$ cat config.mk
export PLATFORM = sky130hd
export DESIGN_NAME = dtg_guard
export DESIGN_NICKNAME = d
export VERILOG_FILES = /design/src/rtl/dtg_pkg.sv /design/src/rtl/dtg_bank_timer.sv /design/src/rtl/dtg_guard.sv
export SDC_FILE = /design/constraint.sdc
export NUM_CORES = 2
export LEC_CHECK = 0
export ABC_AREA = 1
export BUFFER_PORTS_ARGS = -buffer_cell sky130_fd_sc_hd__buf_2
export CAP_MARGIN = 20
export CORE_AREA = 2 2 269 271
export CTS_CLUSTER_SIZE = 28
export DETAILED_ROUTE_END_ITERATION = 12
export DIE_AREA = 0 0 271 273
export HOLD_SLACK_MARGIN = 0.03
export PLACE_DENSITY = 0.71
export SYNTH_ARGS = -nofsm -noshare
export SYNTH_HDL_FRONTEND = slang
export SYNTH_SLANG_ARGS = --single-unit
export TNS_END_PERCENT = 50
$ cat constraint.sdc
create_clock -name i_sys_clk -period 4.1 [get_ports i_sys_clk]
set_input_delay 0.82 -clock i_sys_clk [delete_from_list [all_inputs] [get_ports i_sys_clk]]
set_output_delay 0.82 -clock i_sys_clk [all_outputs]
set_load 0.02 [all_outputs]
$ cat src/rtl/dtg_pkg.sv
// Constants, register map and command codes for the DDR4 command timing guard
package dtg_pkg;

  // ==========================================================================
  // Clock and timing
  localparam int unsigned CLK_MHZ = 40;
  localparam int unsigned CLK_PERIOD_NS = 25;
  localparam int unsigned INIT_WAIT_US = 500;
  localparam int unsigned INIT_WAIT_CYC = INIT_WAIT_US * CLK_MHZ;
  localparam int unsigned CYC_W = 8;
  localparam int unsigned INIT_W = 20;

  // ==========================================================================
  // Register byte offsets
  localparam logic [4:0] REG_CTRL = 5'h00;
  localparam logic [4:0] REG_STATUS = 5'h04;
  localparam logic [4:0] REG_MODE_SET = 5'h08;
  localparam logic [4:0] REG_ACT_PRE = 5'h0C;
  localparam logic [4:0] REG_ACT_COL = 5'h10;
  localparam logic [4:0] REG_PRE_PER = 5'h14;
  localparam logic [4:0] REG_WR_REC = 5'h18;
  localparam logic [4:0] REG_BANK_RDY = 5'h1C;

  // Field positions
  localparam int unsigned CTRL_RESET_RELEASE = 0;
  localparam int unsigned STAT_RESET_RELEASED = 0;
  localparam int unsigned STAT_CKE = 1;
  localparam int unsigned STAT_INIT_DONE = 2;

  // Reset values of the settings (cycles for mode set, ns for the rest)
  localparam logic [CYC_W-1:0] RST_MODE_SET = 8'h08;
  localparam logic [CYC_W-1:0] RST_ACT_PRE = 8'h20;
  localparam logic [CYC_W-1:0] RST_ACT_COL = 8'h0E;
  localparam logic [CYC_W-1:0] RST_PRE_PER = 8'h0E;
  localparam logic [CYC_W-1:0] RST_WR_REC = 8'h0F;

  // ==========================================================================
  // Memory commands
  typedef enum logic [2:0] {
    CMD_NOP = 3'b000,
    CMD_MRS = 3'b001,
    CMD_ACT = 3'b010,
    CMD_PRE = 3'b011,
    CMD_RD = 3'b100,
    CMD_WR = 3'b101
  } dtg_cmd_t;

  // Whole cycles from nanoseconds, rounded up, never below one
  function automatic logic [CYC_W-1:0] ns_to_cyc(input logic [CYC_W-1:0] ns);
    logic [CYC_W:0] sum;
    sum = {1'b0, ns} + (CYC_W+1)'(CLK_PERIOD_NS - 1);
    ns_to_cyc = (ns == '0) ? CYC_W'(1) : CYC_W'(sum / (CYC_W+1)'(CLK_PERIOD_NS));
  endfunction

endpackage
$ cat src/rtl/dtg_bank_timer.sv
// Per-bank spacing counters for activate, column, precharge and write recovery
`timescale 1ns/10ps
`default_nettype none

module dtg_bank_timer
  import dtg_pkg::*;
(
  // Clock and reset
  input wire logic i_sys_clk,
  input wire logic i_rst_n,
  // Command strobes for this bank
  input wire logic i_act,
  input wire logic i_pre,
  input wire logic i_wr,
  // Spacings in cycles
  input wire logic [CYC_W-1:0] i_act_pre_cyc,
  input wire logic [CYC_W-1:0] i_act_col_cyc,
  input wire logic [CYC_W-1:0] i_pre_per_cyc,
  input wire logic [CYC_W-1:0] i_wr_rec_cyc,
  // Permissions
  output logic o_act_ok,
  output logic o_col_ok,
  output logic o_pre_ok
);

  // ==========================================================================
  // Counters load spacing minus one so the dependent command may go exactly
  // spacing cycles after its cause
  logic [CYC_W-1:0] ras_cnt;
  logic [CYC_W-1:0] rcd_cnt;
  logic [CYC_W-1:0] rp_cnt;
  logic [CYC_W-1:0] wr_cnt;

  always_ff @(posedge i_sys_clk)
  begin
    if (!i_rst_n)
    begin
      ras_cnt <= '0;
      rcd_cnt <= '0;
      rp_cnt <= '0;
      wr_cnt <= '0;
    end
    else
    begin
      ras_cnt <= i_act ? i_act_pre_cyc - 1'b1 : (ras_cnt != '0 ? ras_cnt - 1'b1 : ras_cnt);
      rcd_cnt <= i_act ? i_act_col_cyc - 1'b1 : (rcd_cnt != '0 ? rcd_cnt - 1'b1 : rcd_cnt);
      rp_cnt <= i_pre ? i_pre_per_cyc - 1'b1 : (rp_cnt != '0 ? rp_cnt - 1'b1 : rp_cnt);
      wr_cnt <= i_wr ? i_wr_rec_cyc - 1'b1 : (wr_cnt != '0 ? wr_cnt - 1'b1 : wr_cnt);
    end
  end

  assign o_act_ok = (rp_cnt == '0);
  assign o_col_ok = (rcd_cnt == '0);
  assign o_pre_ok = (ras_cnt == '0) && (wr_cnt == '0);

  // ==========================================================================
  // Checks
  a_pre_after_act: assert property (@(posedge i_sys_clk) disable iff (!i_rst_n)
    i_act && i_act_pre_cyc == 8'h03 |=> !o_pre_ok ##1 !o_pre_ok)
    else $error("precharge allowed before activate-to-precharge time");
  a_col_after_act: assert property (@(posedge i_sys_clk) disable iff (!i_rst_n)
    i_act && i_act_col_cyc > 8'h01 |=> !o_col_ok)
    else $error("column access allowed too soon after activate");
  a_act_after_pre: assert property (@(posedge i_sys_clk) disable iff (!i_rst_n)
    i_pre && i_pre_per_cyc == 8'h02 |=> !o_act_ok ##1 o_act_ok)
    else $error("precharge period not kept exactly");
  a_pre_after_wr: assert property (@(posedge i_sys_clk) disable iff (!i_rst_n)
    i_wr && i_wr_rec_cyc > 8'h01 |=> !o_pre_ok)
    else $error("precharge allowed during write recovery");

endmodule // dtg_bank_timer

`default_nettype wire

$ cat src/rtl/dtg_guard.sv
// DDR4 command timing guard with Avalon-MM settings registers
`timescale 1ns/10ps
`default_nettype none

module dtg_guard
  import dtg_pkg::*;
#(
  parameter int unsigned NUM_BANKS = 16,
  parameter int unsigned BANK_W = 4,
  parameter int unsigned INIT_CYC = INIT_WAIT_CYC
)
(
  // Clock and reset
  input wire logic i_sys_clk,
  input wire logic i_rst_n,
  // Avalon-MM slave
  input wire logic [4:0] i_avs_address,
  input wire logic i_avs_read,
  input wire logic i_avs_write,
  input wire logic [31:0] i_avs_writedata,
  output logic [31:0] o_avs_readdata,
  output logic o_avs_waitrequest,
  // Command request from the controller
  input wire logic i_cmd_valid,
  input wire logic [2:0] i_cmd_code,
  input wire logic [BANK_W-1:0] i_cmd_bank,
  output logic o_cmd_ready,
  // Command to the memory
  output logic o_mem_cmd_valid,
  output logic [2:0] o_mem_cmd,
  output logic [BANK_W-1:0] o_mem_bank,
  output logic o_mem_reset_n,
  output logic o_mem_cke
);

  // ==========================================================================
  // Register bus: one wait cycle, answer on the second edge
  logic ack;
  logic reset_release;
  logic [CYC_W-1:0] mode_set_spacing_setting;
  logic [CYC_W-1:0] act_to_pre_setting;
  logic [CYC_W-1:0] act_to_col_setting;
  logic [CYC_W-1:0] pre_period_setting;
  logic [CYC_W-1:0] write_recovery_setting;
  logic init_done;
  logic [NUM_BANKS-1:0] act_ok;
  logic [NUM_BANKS-1:0] col_ok;
  logic [NUM_BANKS-1:0] pre_ok;

  wire bus_req = i_avs_read | i_avs_write;
  wire wr_hit = i_avs_write & ack;
  wire [31:0] rd_mux =
    (i_avs_address == REG_CTRL) ? 32'(reset_release) :
    (i_avs_address == REG_STATUS) ? 32'({init_done, o_mem_cke, o_mem_reset_n}) :
    (i_avs_address == REG_MODE_SET) ? 32'(mode_set_spacing_setting) :
    (i_avs_address == REG_ACT_PRE) ? 32'(act_to_pre_setting) :
    (i_avs_address == REG_ACT_COL) ? 32'(act_to_col_setting) :
    (i_avs_address == REG_PRE_PER) ? 32'(pre_period_setting) :
    (i_avs_address == REG_WR_REC) ? 32'(write_recovery_setting) :
    (i_avs_address == REG_BANK_RDY) ? 32'(act_ok) : 32'h0000_0000;

  assign o_avs_waitrequest = bus_req & ~ack;

  always_ff @(posedge i_sys_clk)
  begin
    if (!i_rst_n)
    begin
      ack <= 1'b0;
      o_avs_readdata <= 32'h0000_0000;
    end
    else
    begin
      ack <= bus_req & ~ack;
      if (i_avs_read & ~ack)
        o_avs_readdata <= rd_mux;
    end
  end

  always_ff @(posedge i_sys_clk)
  begin
    if (!i_rst_n)
    begin
      reset_release <= 1'b0;
      mode_set_spacing_setting <= RST_MODE_SET;
      act_to_pre_setting <= RST_ACT_PRE;
      act_to_col_setting <= RST_ACT_COL;
      pre_period_setting <= RST_PRE_PER;
      write_recovery_setting <= RST_WR_REC;
    end
    else if (wr_hit)
    begin
      if (i_avs_address == REG_CTRL)
        reset_release <= i_avs_writedata[CTRL_RESET_RELEASE];
      if (i_avs_address == REG_MODE_SET)
        mode_set_spacing_setting <= i_avs_writedata[CYC_W-1:0];
      if (i_avs_address == REG_ACT_PRE)
        act_to_pre_setting <= i_avs_writedata[CYC_W-1:0];
      if (i_avs_address == REG_ACT_COL)
        act_to_col_setting <= i_avs_writedata[CYC_W-1:0];
      if (i_avs_address == REG_PRE_PER)
        pre_period_setting <= i_avs_writedata[CYC_W-1:0];
      if (i_avs_address == REG_WR_REC)
        write_recovery_setting <= i_avs_writedata[CYC_W-1:0];
    end
  end

  // ==========================================================================
  // Cycle counts derived from nanosecond settings, registered to keep the
  // divider off the command path
  logic [CYC_W-1:0] act_pre_cyc;
  logic [CYC_W-1:0] act_col_cyc;
  logic [CYC_W-1:0] pre_per_cyc;
  logic [CYC_W-1:0] wr_rec_cyc;

  always_ff @(posedge i_sys_clk)
  begin
    if (!i_rst_n)
    begin
      act_pre_cyc <= ns_to_cyc(RST_ACT_PRE);
      act_col_cyc <= ns_to_cyc(RST_ACT_COL);
      pre_per_cyc <= ns_to_cyc(RST_PRE_PER);
      wr_rec_cyc <= ns_to_cyc(RST_WR_REC);
    end
    else
    begin
      act_pre_cyc <= ns_to_cyc(act_to_pre_setting);
      act_col_cyc <= ns_to_cyc(act_to_col_setting);
      pre_per_cyc <= ns_to_cyc(pre_period_setting);
      wr_rec_cyc <= ns_to_cyc(write_recovery_setting);
    end
  end

  // ==========================================================================
  // Power-up: memory reset follows software, clock enable waits the init time
  logic [INIT_W-1:0] init_cnt;

  always_ff @(posedge i_sys_clk)
  begin
    if (!i_rst_n)
    begin
      o_mem_reset_n <= 1'b0;
      init_cnt <= '0;
      init_done <= 1'b0;
      o_mem_cke <= 1'b0;
    end
    else
    begin
      o_mem_reset_n <= reset_release;
      if (!o_mem_reset_n)
      begin
        init_cnt <= '0;
        init_done <= 1'b0;
      end
      else if (init_cnt == INIT_W'(INIT_CYC - 1))
        init_done <= 1'b1;
      else
        init_cnt <= init_cnt + 1'b1;
      o_mem_cke <= init_done & o_mem_reset_n;
    end
  end

  // ==========================================================================
  // Command gating
  logic [CYC_W-1:0] mrs_cnt;
  wire mrs_ok = (mrs_cnt == '0);
  wire is_mrs = (i_cmd_code == CMD_MRS);
  wire is_act = (i_cmd_code == CMD_ACT);
  wire is_pre = (i_cmd_code == CMD_PRE);
  wire is_col = (i_cmd_code == CMD_RD) || (i_cmd_code == CMD_WR);
  wire cmd_allowed =
    is_mrs ? mrs_ok :
    is_act ? act_ok[i_cmd_bank] :
    is_pre ? pre_ok[i_cmd_bank] :
    is_col ? col_ok[i_cmd_bank] :
    (i_cmd_code == CMD_NOP);
  wire issue = i_cmd_valid & o_cmd_ready;

  assign o_cmd_ready = o_mem_cke & cmd_allowed;

  always_ff @(posedge i_sys_clk)
  begin
    if (!i_rst_n)
      mrs_cnt <= '0;
    else if (issue & is_mrs)
      mrs_cnt <= mode_set_spacing_setting - 1'b1;
    else if (mrs_cnt != '0)
      mrs_cnt <= mrs_cnt - 1'b1;
  end

  always_ff @(posedge i_sys_clk)
  begin
    if (!i_rst_n)
    begin
      o_mem_cmd_valid <= 1'b0;
      o_mem_cmd <= CMD_NOP;
      o_mem_bank <= '0;
    end
    else
    begin
      o_mem_cmd_valid <= issue;
      o_mem_cmd <= issue ? i_cmd_code : CMD_NOP;
      o_mem_bank <= issue ? i_cmd_bank : o_mem_bank;
    end
  end

  // ==========================================================================
  // Per-bank timers
  for (genvar b = 0; b < NUM_BANKS; b++)
  begin : g_bank
    wire sel = issue && (i_cmd_bank == BANK_W'(b));
    dtg_bank_timer u_timer (
      .i_sys_clk (i_sys_clk),
      .i_rst_n (i_rst_n),
      .i_act (sel && is_act),
      .i_pre (sel && is_pre),
      .i_wr (sel && (i_cmd_code == CMD_WR)),
      .i_act_pre_cyc (act_pre_cyc),
      .i_act_col_cyc (act_col_cyc),
      .i_pre_per_cyc (pre_per_cyc),
      .i_wr_rec_cyc (wr_rec_cyc),
      .o_act_ok (act_ok[b]),
      .o_col_ok (col_ok[b]),
      .o_pre_ok (pre_ok[b])
    );
  end

  // ==========================================================================
  // Checks
  a_cke_init_wait: assert property (@(posedge i_sys_clk) disable iff (!i_rst_n)
    $rose(o_mem_cke) |-> o_mem_reset_n && $past(init_cnt) == INIT_W'(INIT_CYC - 1))
    else $error("clock enable rose before the init wait ended");
  a_cke_low_reset: assert property (@(posedge i_sys_clk) disable iff (!i_rst_n)
    $rose(o_mem_reset_n) |-> !o_mem_cke [*8])
    else $error("clock enable rose right after memory reset release");
  a_mrs_spacing: assert property (@(posedge i_sys_clk) disable iff (!i_rst_n)
    issue && is_mrs && mode_set_spacing_setting == 8'h04 |=> !mrs_ok [*3] ##1 mrs_ok)
    else $error("mode set spacing not kept exactly");
  a_issue_gated: assert property (@(posedge i_sys_clk) disable iff (!i_rst_n)
    o_mem_cmd_valid && o_mem_cmd == CMD_ACT |-> $past(act_ok[i_cmd_bank]) && $past(o_mem_cke))
    else $error("activate issued while its bank was blocked");
  a_no_cmd_before_cke: assert property (@(posedge i_sys_clk) disable iff (!i_rst_n)
    !o_mem_cke |-> ##1 !o_mem_cmd_valid)
    else $error("command issued while clock enable was low");

  c_mrs_issued: cover property (@(posedge i_sys_clk) disable iff (!i_rst_n)
    o_mem_cmd_valid && o_mem_cmd == CMD_MRS);
  c_act_then_rd: cover property (@(posedge i_sys_clk) disable iff (!i_rst_n)
    o_mem_cmd == CMD_ACT ##[1:20] o_mem_cmd == CMD_RD);
  c_wr_then_pre: cover property (@(posedge i_sys_clk) disable iff (!i_rst_n)
    o_mem_cmd == CMD_WR ##[1:20] o_mem_cmd == CMD_PRE);

endmodule // dtg_guard

`default_nettype wire

Yosys cells after proc, flatten, opt, wreduce, memory -nomap -nowiden
Cells that the tools add are included.

Register bits after elaboration: 657. Logic and storage cells: 647.

Add/sub/neg operators: 75. Divide/modulo/power cells: 4. $lt $le $gt $ge: 1. Eq/ne operators: 28. Muxes and demuxes: 149. Bitwise gates (word level): 10. Reduce and logical (&&, ||, !) cells: 295.

Operators with widths (count): 2-to-1 mux 8 bit (130); subtractor 8 x 1 -> 8 bit, second input constant (70); zero test 8 bit (69); nonzero test 8 bit (65); nonzero test 2 bit (65); 2-to-1 mux 16 bit (8); logical AND 1 bit (80); adder 8 x 5 -> 9 bit, second input constant (4); divider 9 x 5 -> 9 bit, second input constant (4); == test 4 bit, second input constant (8); adder 20 x 1 -> 20 bit, second input constant (1); == test 20 x 15 -> 1 bit, second input constant (1); == test 5 bit, second input constant (4); == test 4 x 3 -> 1 bit, second input constant (4); AND reduction 2 bit (8); binary-select mux 1 bit (select 4 bit) (3); == test 5 x 4 -> 1 bit, second input constant (2); == test 4 x 2 -> 1 bit, second input constant (2); OR reduction 2 bit (4); bitwise AND 1 bit (7); 2-to-1 mux 1 bit (7); == test 3 x 2 -> 1 bit, second input constant (2); == test 3 bit, second input constant (2); == test 5 x 3 -> 1 bit, second input constant (1); other kinds (10) (11).

Longest topological paths before layout
Depth in word-level cells: 12. Mapped depth: 30. Gate-level depth less buffers: 30.

By module
From an unflattened synthesis, not the netlist that was laid out.

Cell total of the unflattened synthesis: 6894. Area, all modules: 41149.5 µm².

By module, submodules not included: dtg_bank_timer (instances 16, cells an instance 351, area an instance 2067.0 µm², sequential area each 640.6 µm²); dtg_guard (instances 1, cells an instance 1278, area an instance 8077.7 µm², sequential area each 2342.2 µm²).

Worst setup path after synthesis
No wires, ideal clock.

Path kind: input port to flip-flop. Start: input i_cmd_code[1]. End: register mrs_cnt[6]. Setup time: 0.065 ns. Data arrival time: 3.047 ns. Data required time: 4.035 ns. Setup slack: 0.988 ns. Stages on the path: 21. Buffers on the path: 0. Cells stage by stage: inv_2 nor3_2 clkinv_1 a21oi_1 nand3_1 a21oi_1 nand2_1 nand3_2 nand3_4 nor2_1 nand2_1 nand2_1 inv_1 ha_1 inv_1 nor2_1 nand3_1 nand2_1 nand2_1 nand2_1 nor2_1.

Longest elaborated chain between the ends: 10. Elaborated cells between the ends (all ways): 16.

Ends and longest elaborated chain: start, declared (line dtg_guard.sv:25) `input wire logic [2:0] i_cmd_code,`; == test 3 bit (line dtg_guard.sv:169) `wire is_col = (i_cmd_code == CMD_RD) || (i_cmd_code == CMD_WR);`; logical OR 1 bit (line dtg_guard.sv:169); 2-to-1 mux 1 bit (line dtg_guard.sv:174) `is_col ? col_ok[i_cmd_bank] :`; 2-to-1 mux 1 bit (line dtg_guard.sv:173) `is_pre ? pre_ok[i_cmd_bank] :`; 2-to-1 mux 1 bit (line dtg_guard.sv:172) `is_act ? act_ok[i_cmd_bank] :`; 2-to-1 mux 1 bit (line dtg_guard.sv:171) `is_mrs ? mrs_ok :`; bitwise AND 1 bit (line dtg_guard.sv:178) `assign o_cmd_ready = o_mem_cke & cmd_allowed;`; bitwise AND 1 bit (line dtg_guard.sv:176) `wire issue = i_cmd_valid & o_cmd_ready;`; bitwise AND 1 bit * (line dtg_guard.sv:184) `else if (issue & is_mrs)`; 2-to-1 mux 8 bit or nonzero test 2 bit (tied branches); end signal, assigned (line dtg_guard.sv:185) `mrs_cnt <= mode_set_spacing_setting - 1'b1;`; end signal, assigned (line dtg_guard.sv:187) `mrs_cnt <= mrs_cnt - 1'b1;`; end, declared (line dtg_guard.sv:164) `logic [CYC_W-1:0] mrs_cnt;`.

Every way passes the cells marked *; elsewhere a longest branch is shown, timed or not. A chain may end at the register's enable or synchronous reset.

Worst setup path in the final report
Start: register g_bank[0].u_timer.wr_cnt[0]. End: register g_bank[4].u_timer.rp_cnt[1].

Longest elaborated chain between the ends: 12. Elaborated cells between the ends (all ways): 13.

Ends and longest elaborated chain: start, declared (line dtg_bank_timer.sv:32) `logic [CYC_W-1:0] wr_cnt;`; start signal, assigned (line dtg_bank_timer.sv:48) `wr_cnt <= i_wr ? i_wr_rec_cyc - 1'b1 : (wr_cnt != '0 ? wr_cnt - 1'b1 : wr_cnt);`; zero test 8 bit * (line dtg_bank_timer.sv:54) `assign o_pre_ok = (ras_cnt == '0) && (wr_cnt == '0);`; logical AND 1 bit * (line dtg_bank_timer.sv:54); binary-select mux 1 bit (select 4 bit) * (line dtg_guard.sv:173); 2-to-1 mux 1 bit (implied by the code) * (line dtg_guard.sv:173); 2-to-1 mux 1 bit * (line dtg_guard.sv:173); 2-to-1 mux 1 bit * (line dtg_guard.sv:172); 2-to-1 mux 1 bit * (line dtg_guard.sv:171); bitwise AND 1 bit * (line dtg_guard.sv:178); bitwise AND 1 bit * (line dtg_guard.sv:176); logical AND 1 bit * (line dtg_guard.sv:210) `wire sel = issue && (i_cmd_bank == BANK_W'(b));`; logical AND 1 bit * (line dtg_guard.sv:215) `.i_pre (sel && is_pre),`; 2-to-1 mux 8 bit or nonzero test 2 bit (tied branches); end signal, assigned (line dtg_bank_timer.sv:47) `rp_cnt <= i_pre ? i_pre_per_cyc - 1'b1 : (rp_cnt != '0 ? rp_cnt - 1'b1 : rp_cnt);`; end, declared (line dtg_bank_timer.sv:31) `logic [CYC_W-1:0] rp_cnt;`.

Every way passes the cells marked *; elsewhere a longest branch is shown, timed or not. The select of a mux whose other input is x is not followed.

==> metrics.txt <==
Post-synth top flop dfxtp_1; final hold violations 0; DRT Wirelength 97340 µm; CTS Root Cell clkbuf_16; nets@finish 5405; CP arrival 4.40 ns; startpoint types flip-flop; FF-to-FF path depth 19; sequential area share after synthesis 35.61%; Die X 271 µm; Hold Crit Class reg2reg; hold path depth 2; clock-pin slew on the worst setup and hold paths 0.06 ns; CP required 4.61 ns; area leader, netlist dfxtp_1; cts hold-fix bufs 0; Port Buffer Count 52; CTS tree built; first-pass GRT wire length 156700 µm; clk_lat worst skew 0.63 ns; max-slew violations 0; peak supply drop 359.9 µV; Mapped Cells 5151; Post-DP Area 37300 µm²; initial core utilization 49.81%; clock sink count 629; final worst-path cycle share 94.95%; #FFs+latches synth 629; routability cong. 0.8992; Synth top area share 35.61%; post-detail-place hpwl 66940 µm; CTS buffer count 71; Area Overhead vs Synth 12.14%; die area 73980 µm²; leakage 17.32 nW; H-tree depth 3; Slew @ Worst Pin 1.127 ns; Synth async-reset ratio 0%; layout cell share with drive strength beyond 1 7.791%; max cap viols 0; initial antenna violation count 5; mapped cell area 35360 µm²; reg2reg start g_bank[0].u_timer.wr_cnt[0]; Final Setup Violations 0; clock skew 0.02596 ns; worst hold start reset_release; EDFF count, synth 0; count of cell types in the netlist 58; kind of critical path reg2reg; Power Density 797.1 nW/µm²; I/O pin total 93; # DRC 0; Die Ht 273 µm; Critical Path End Type flip-flop; Setup TNS Final 0 ns; status complete, no violations; most instantiated library cell after synthesis nand2_1; Fmax 256.9 MHz; GRT overflow 0; Max clock buf depth 3; Avg Vias per Cell 5.360; finished layout cell area 39660 µm²; routed len/inst 15.53 µm; top area cells in the synthesized netlist dfxtp_1, nand2_1, nor2_1; yosys warns 0; num rows 98; Commonest cells post-synth nand2_1, nor2_1, dfxtp_1; post-route minimum period 3.893 ns; vias in the first global route 30750; RSZ-0062 raised after global routing false; headroom to the max-slew limit 24.67%; via count 33590; drt pass-1 iters 7; pin count of the biggest net entering global routing 146; crit-path max FO 7; Core ar. 71000 µm²; 1st-iter DRT viols 2799; syn_area_per_cell 6.865 µm²; antenna viol nets, final 0; Critical Path Source g_bank[0].u_timer.wr_cnt[0]; GRT Total Usage 25.77%
[layout by cell type (no fill, tap or decap), types with 11 or more instances in the layout]
master and count:
o211ai_1 24, nor2_2 23, nand4_1 56, a21oi_1 420, a31oi_1 103, xor2_1 224, clkinv_1 12, clkbuf_16 72
a211oi_1 65, nand2_1 1003, or3_1 30, dfxtp_1 629, nand3_1 223, nand2_2 19, nor3_2 13, inv_2 24
clkbuf_8 11, nor2_1 702, conb_1 16, ha_1 90, nor3_1 158, a22oi_1 49, clkbuf_1 19, buf_2 51
o21ai_0 291, xnor2_1 124, inv_1 586, nor4_1 11, nor2_4 18, buf_4 125
[state kept, by name, indices dropped and copies added, names as in the netlist, 16 cells and up]
| name | flops |
|---|---|
| init_cnt | 20 |
| g_bank.u_timer.ras_cnt | 128 |
| g_bank.u_timer.rcd_cnt | 128 |
| g_bank.u_timer.rp_cnt | 128 |
| g_bank.u_timer.wr_cnt | 128 |
| o_avs_readdata | 16 |
[area by class of cell]
| class | count | area (µm²) |
|---|---|---|
| Sequential cell | 629 | 12590 |
| Fill cell | 6702 | 31340 |
| Multi-Input combinational cell | 3756 | 19810 |
| Clock buffer | 102 | 2024 |
| Timing Repair Buffer | 185 | 1374 |
| Tap cell | 950 | 1189 |
| Inverter | 623 | 2346 |
| Antenna cell | 3 | 7.507 |
| Clock inverter | 19 | 309.0 |
[critical path: stages (launching register included)]
cell,delay (ns)
dfxtp_1,0.31
inv_1,0.07
ha_1,0.20
nand2_1,0.10
nor2_1,0.23
inv_1,0.15
o21ai_0,0.31
nand4_1,0.25
a21oi_1,0.18
nand2_1,0.11
nand3_2,0.18
nand3_4,0.24
nor2_2,0.23
nand2_1,0.17
nor2_1,0.42
inv_1,0.19
nand2_1,0.09
o21ai_0,0.07
o21ai_0,0.21
inv_1,0.06
[metrics by stage]
stage                     hold slack, ns  instances  worst slack (ns)  total power, W  utilization [%]
after CTS                         0.4450       6263            0.1400         0.03160            55.83
after global routing              0.4722       6264           0.03298         0.03442            55.85
final                             0.4431       6267            0.2070         0.03161            55.86
after global placement            0.4405       6142            0.2770         0.02461            52.54
after detailed placement          0.4381       6142            0.2335         0.02496            52.54
after floorplan                   0.4202       5166            0.9879         0.02185                -
[final timing paths]
| path | endpoint | slack (ns) |
|---|---|---|
| worst min-delay path | o_mem_reset_n | 0.44 |
| worst max register to register | g_bank[4].u_timer.rp_cnt[1] | 0.21 |
| worst max-delay path | g_bank[4].u_timer.rp_cnt[1] | 0.21 |
| worst min register to register | o_mem_reset_n | 0.44 |
[routing by layer]
metal | share of wire (%) | global-route usage (%)
met5 | 0.026 | 0
met4 | 2.9 | 8.825
met3 | 7.1 | 3.673
met2 | 45 | 42.68
met1 | 45 | 34.37
[timing repair]
| item | in CTS | in global routing |
|---|---|---|
| setup buffers | 0 | 1 |
| resized for setup | 0 | 2 |
| hold endpoints to repair | 0 | 0 |
| endpoints found under the setup margin | 0 | 28 |
[report_power, final]
| group | switching (W) | internal, W |
|---|---|---|
| clock network | 0.00265 | 0.00382 |
| logic | 0.00882 | 0.00650 |
| registers | 0.00156 | 0.00826 |
[logic make-up after synthesis]
kind of cell / count (synthesis) / share of synthesized area, %
simple gates: 2289 / 27.70
compound gates: 1006 / 16.00
buf+inv: 781 / 8.686
flops: 629 / 35.61
xor+xnor: 355 / 8.814
fa+ha+maj: 90 / 3.184
other cells: 1 / 0.01060
(Power assumes the default switching activity.)
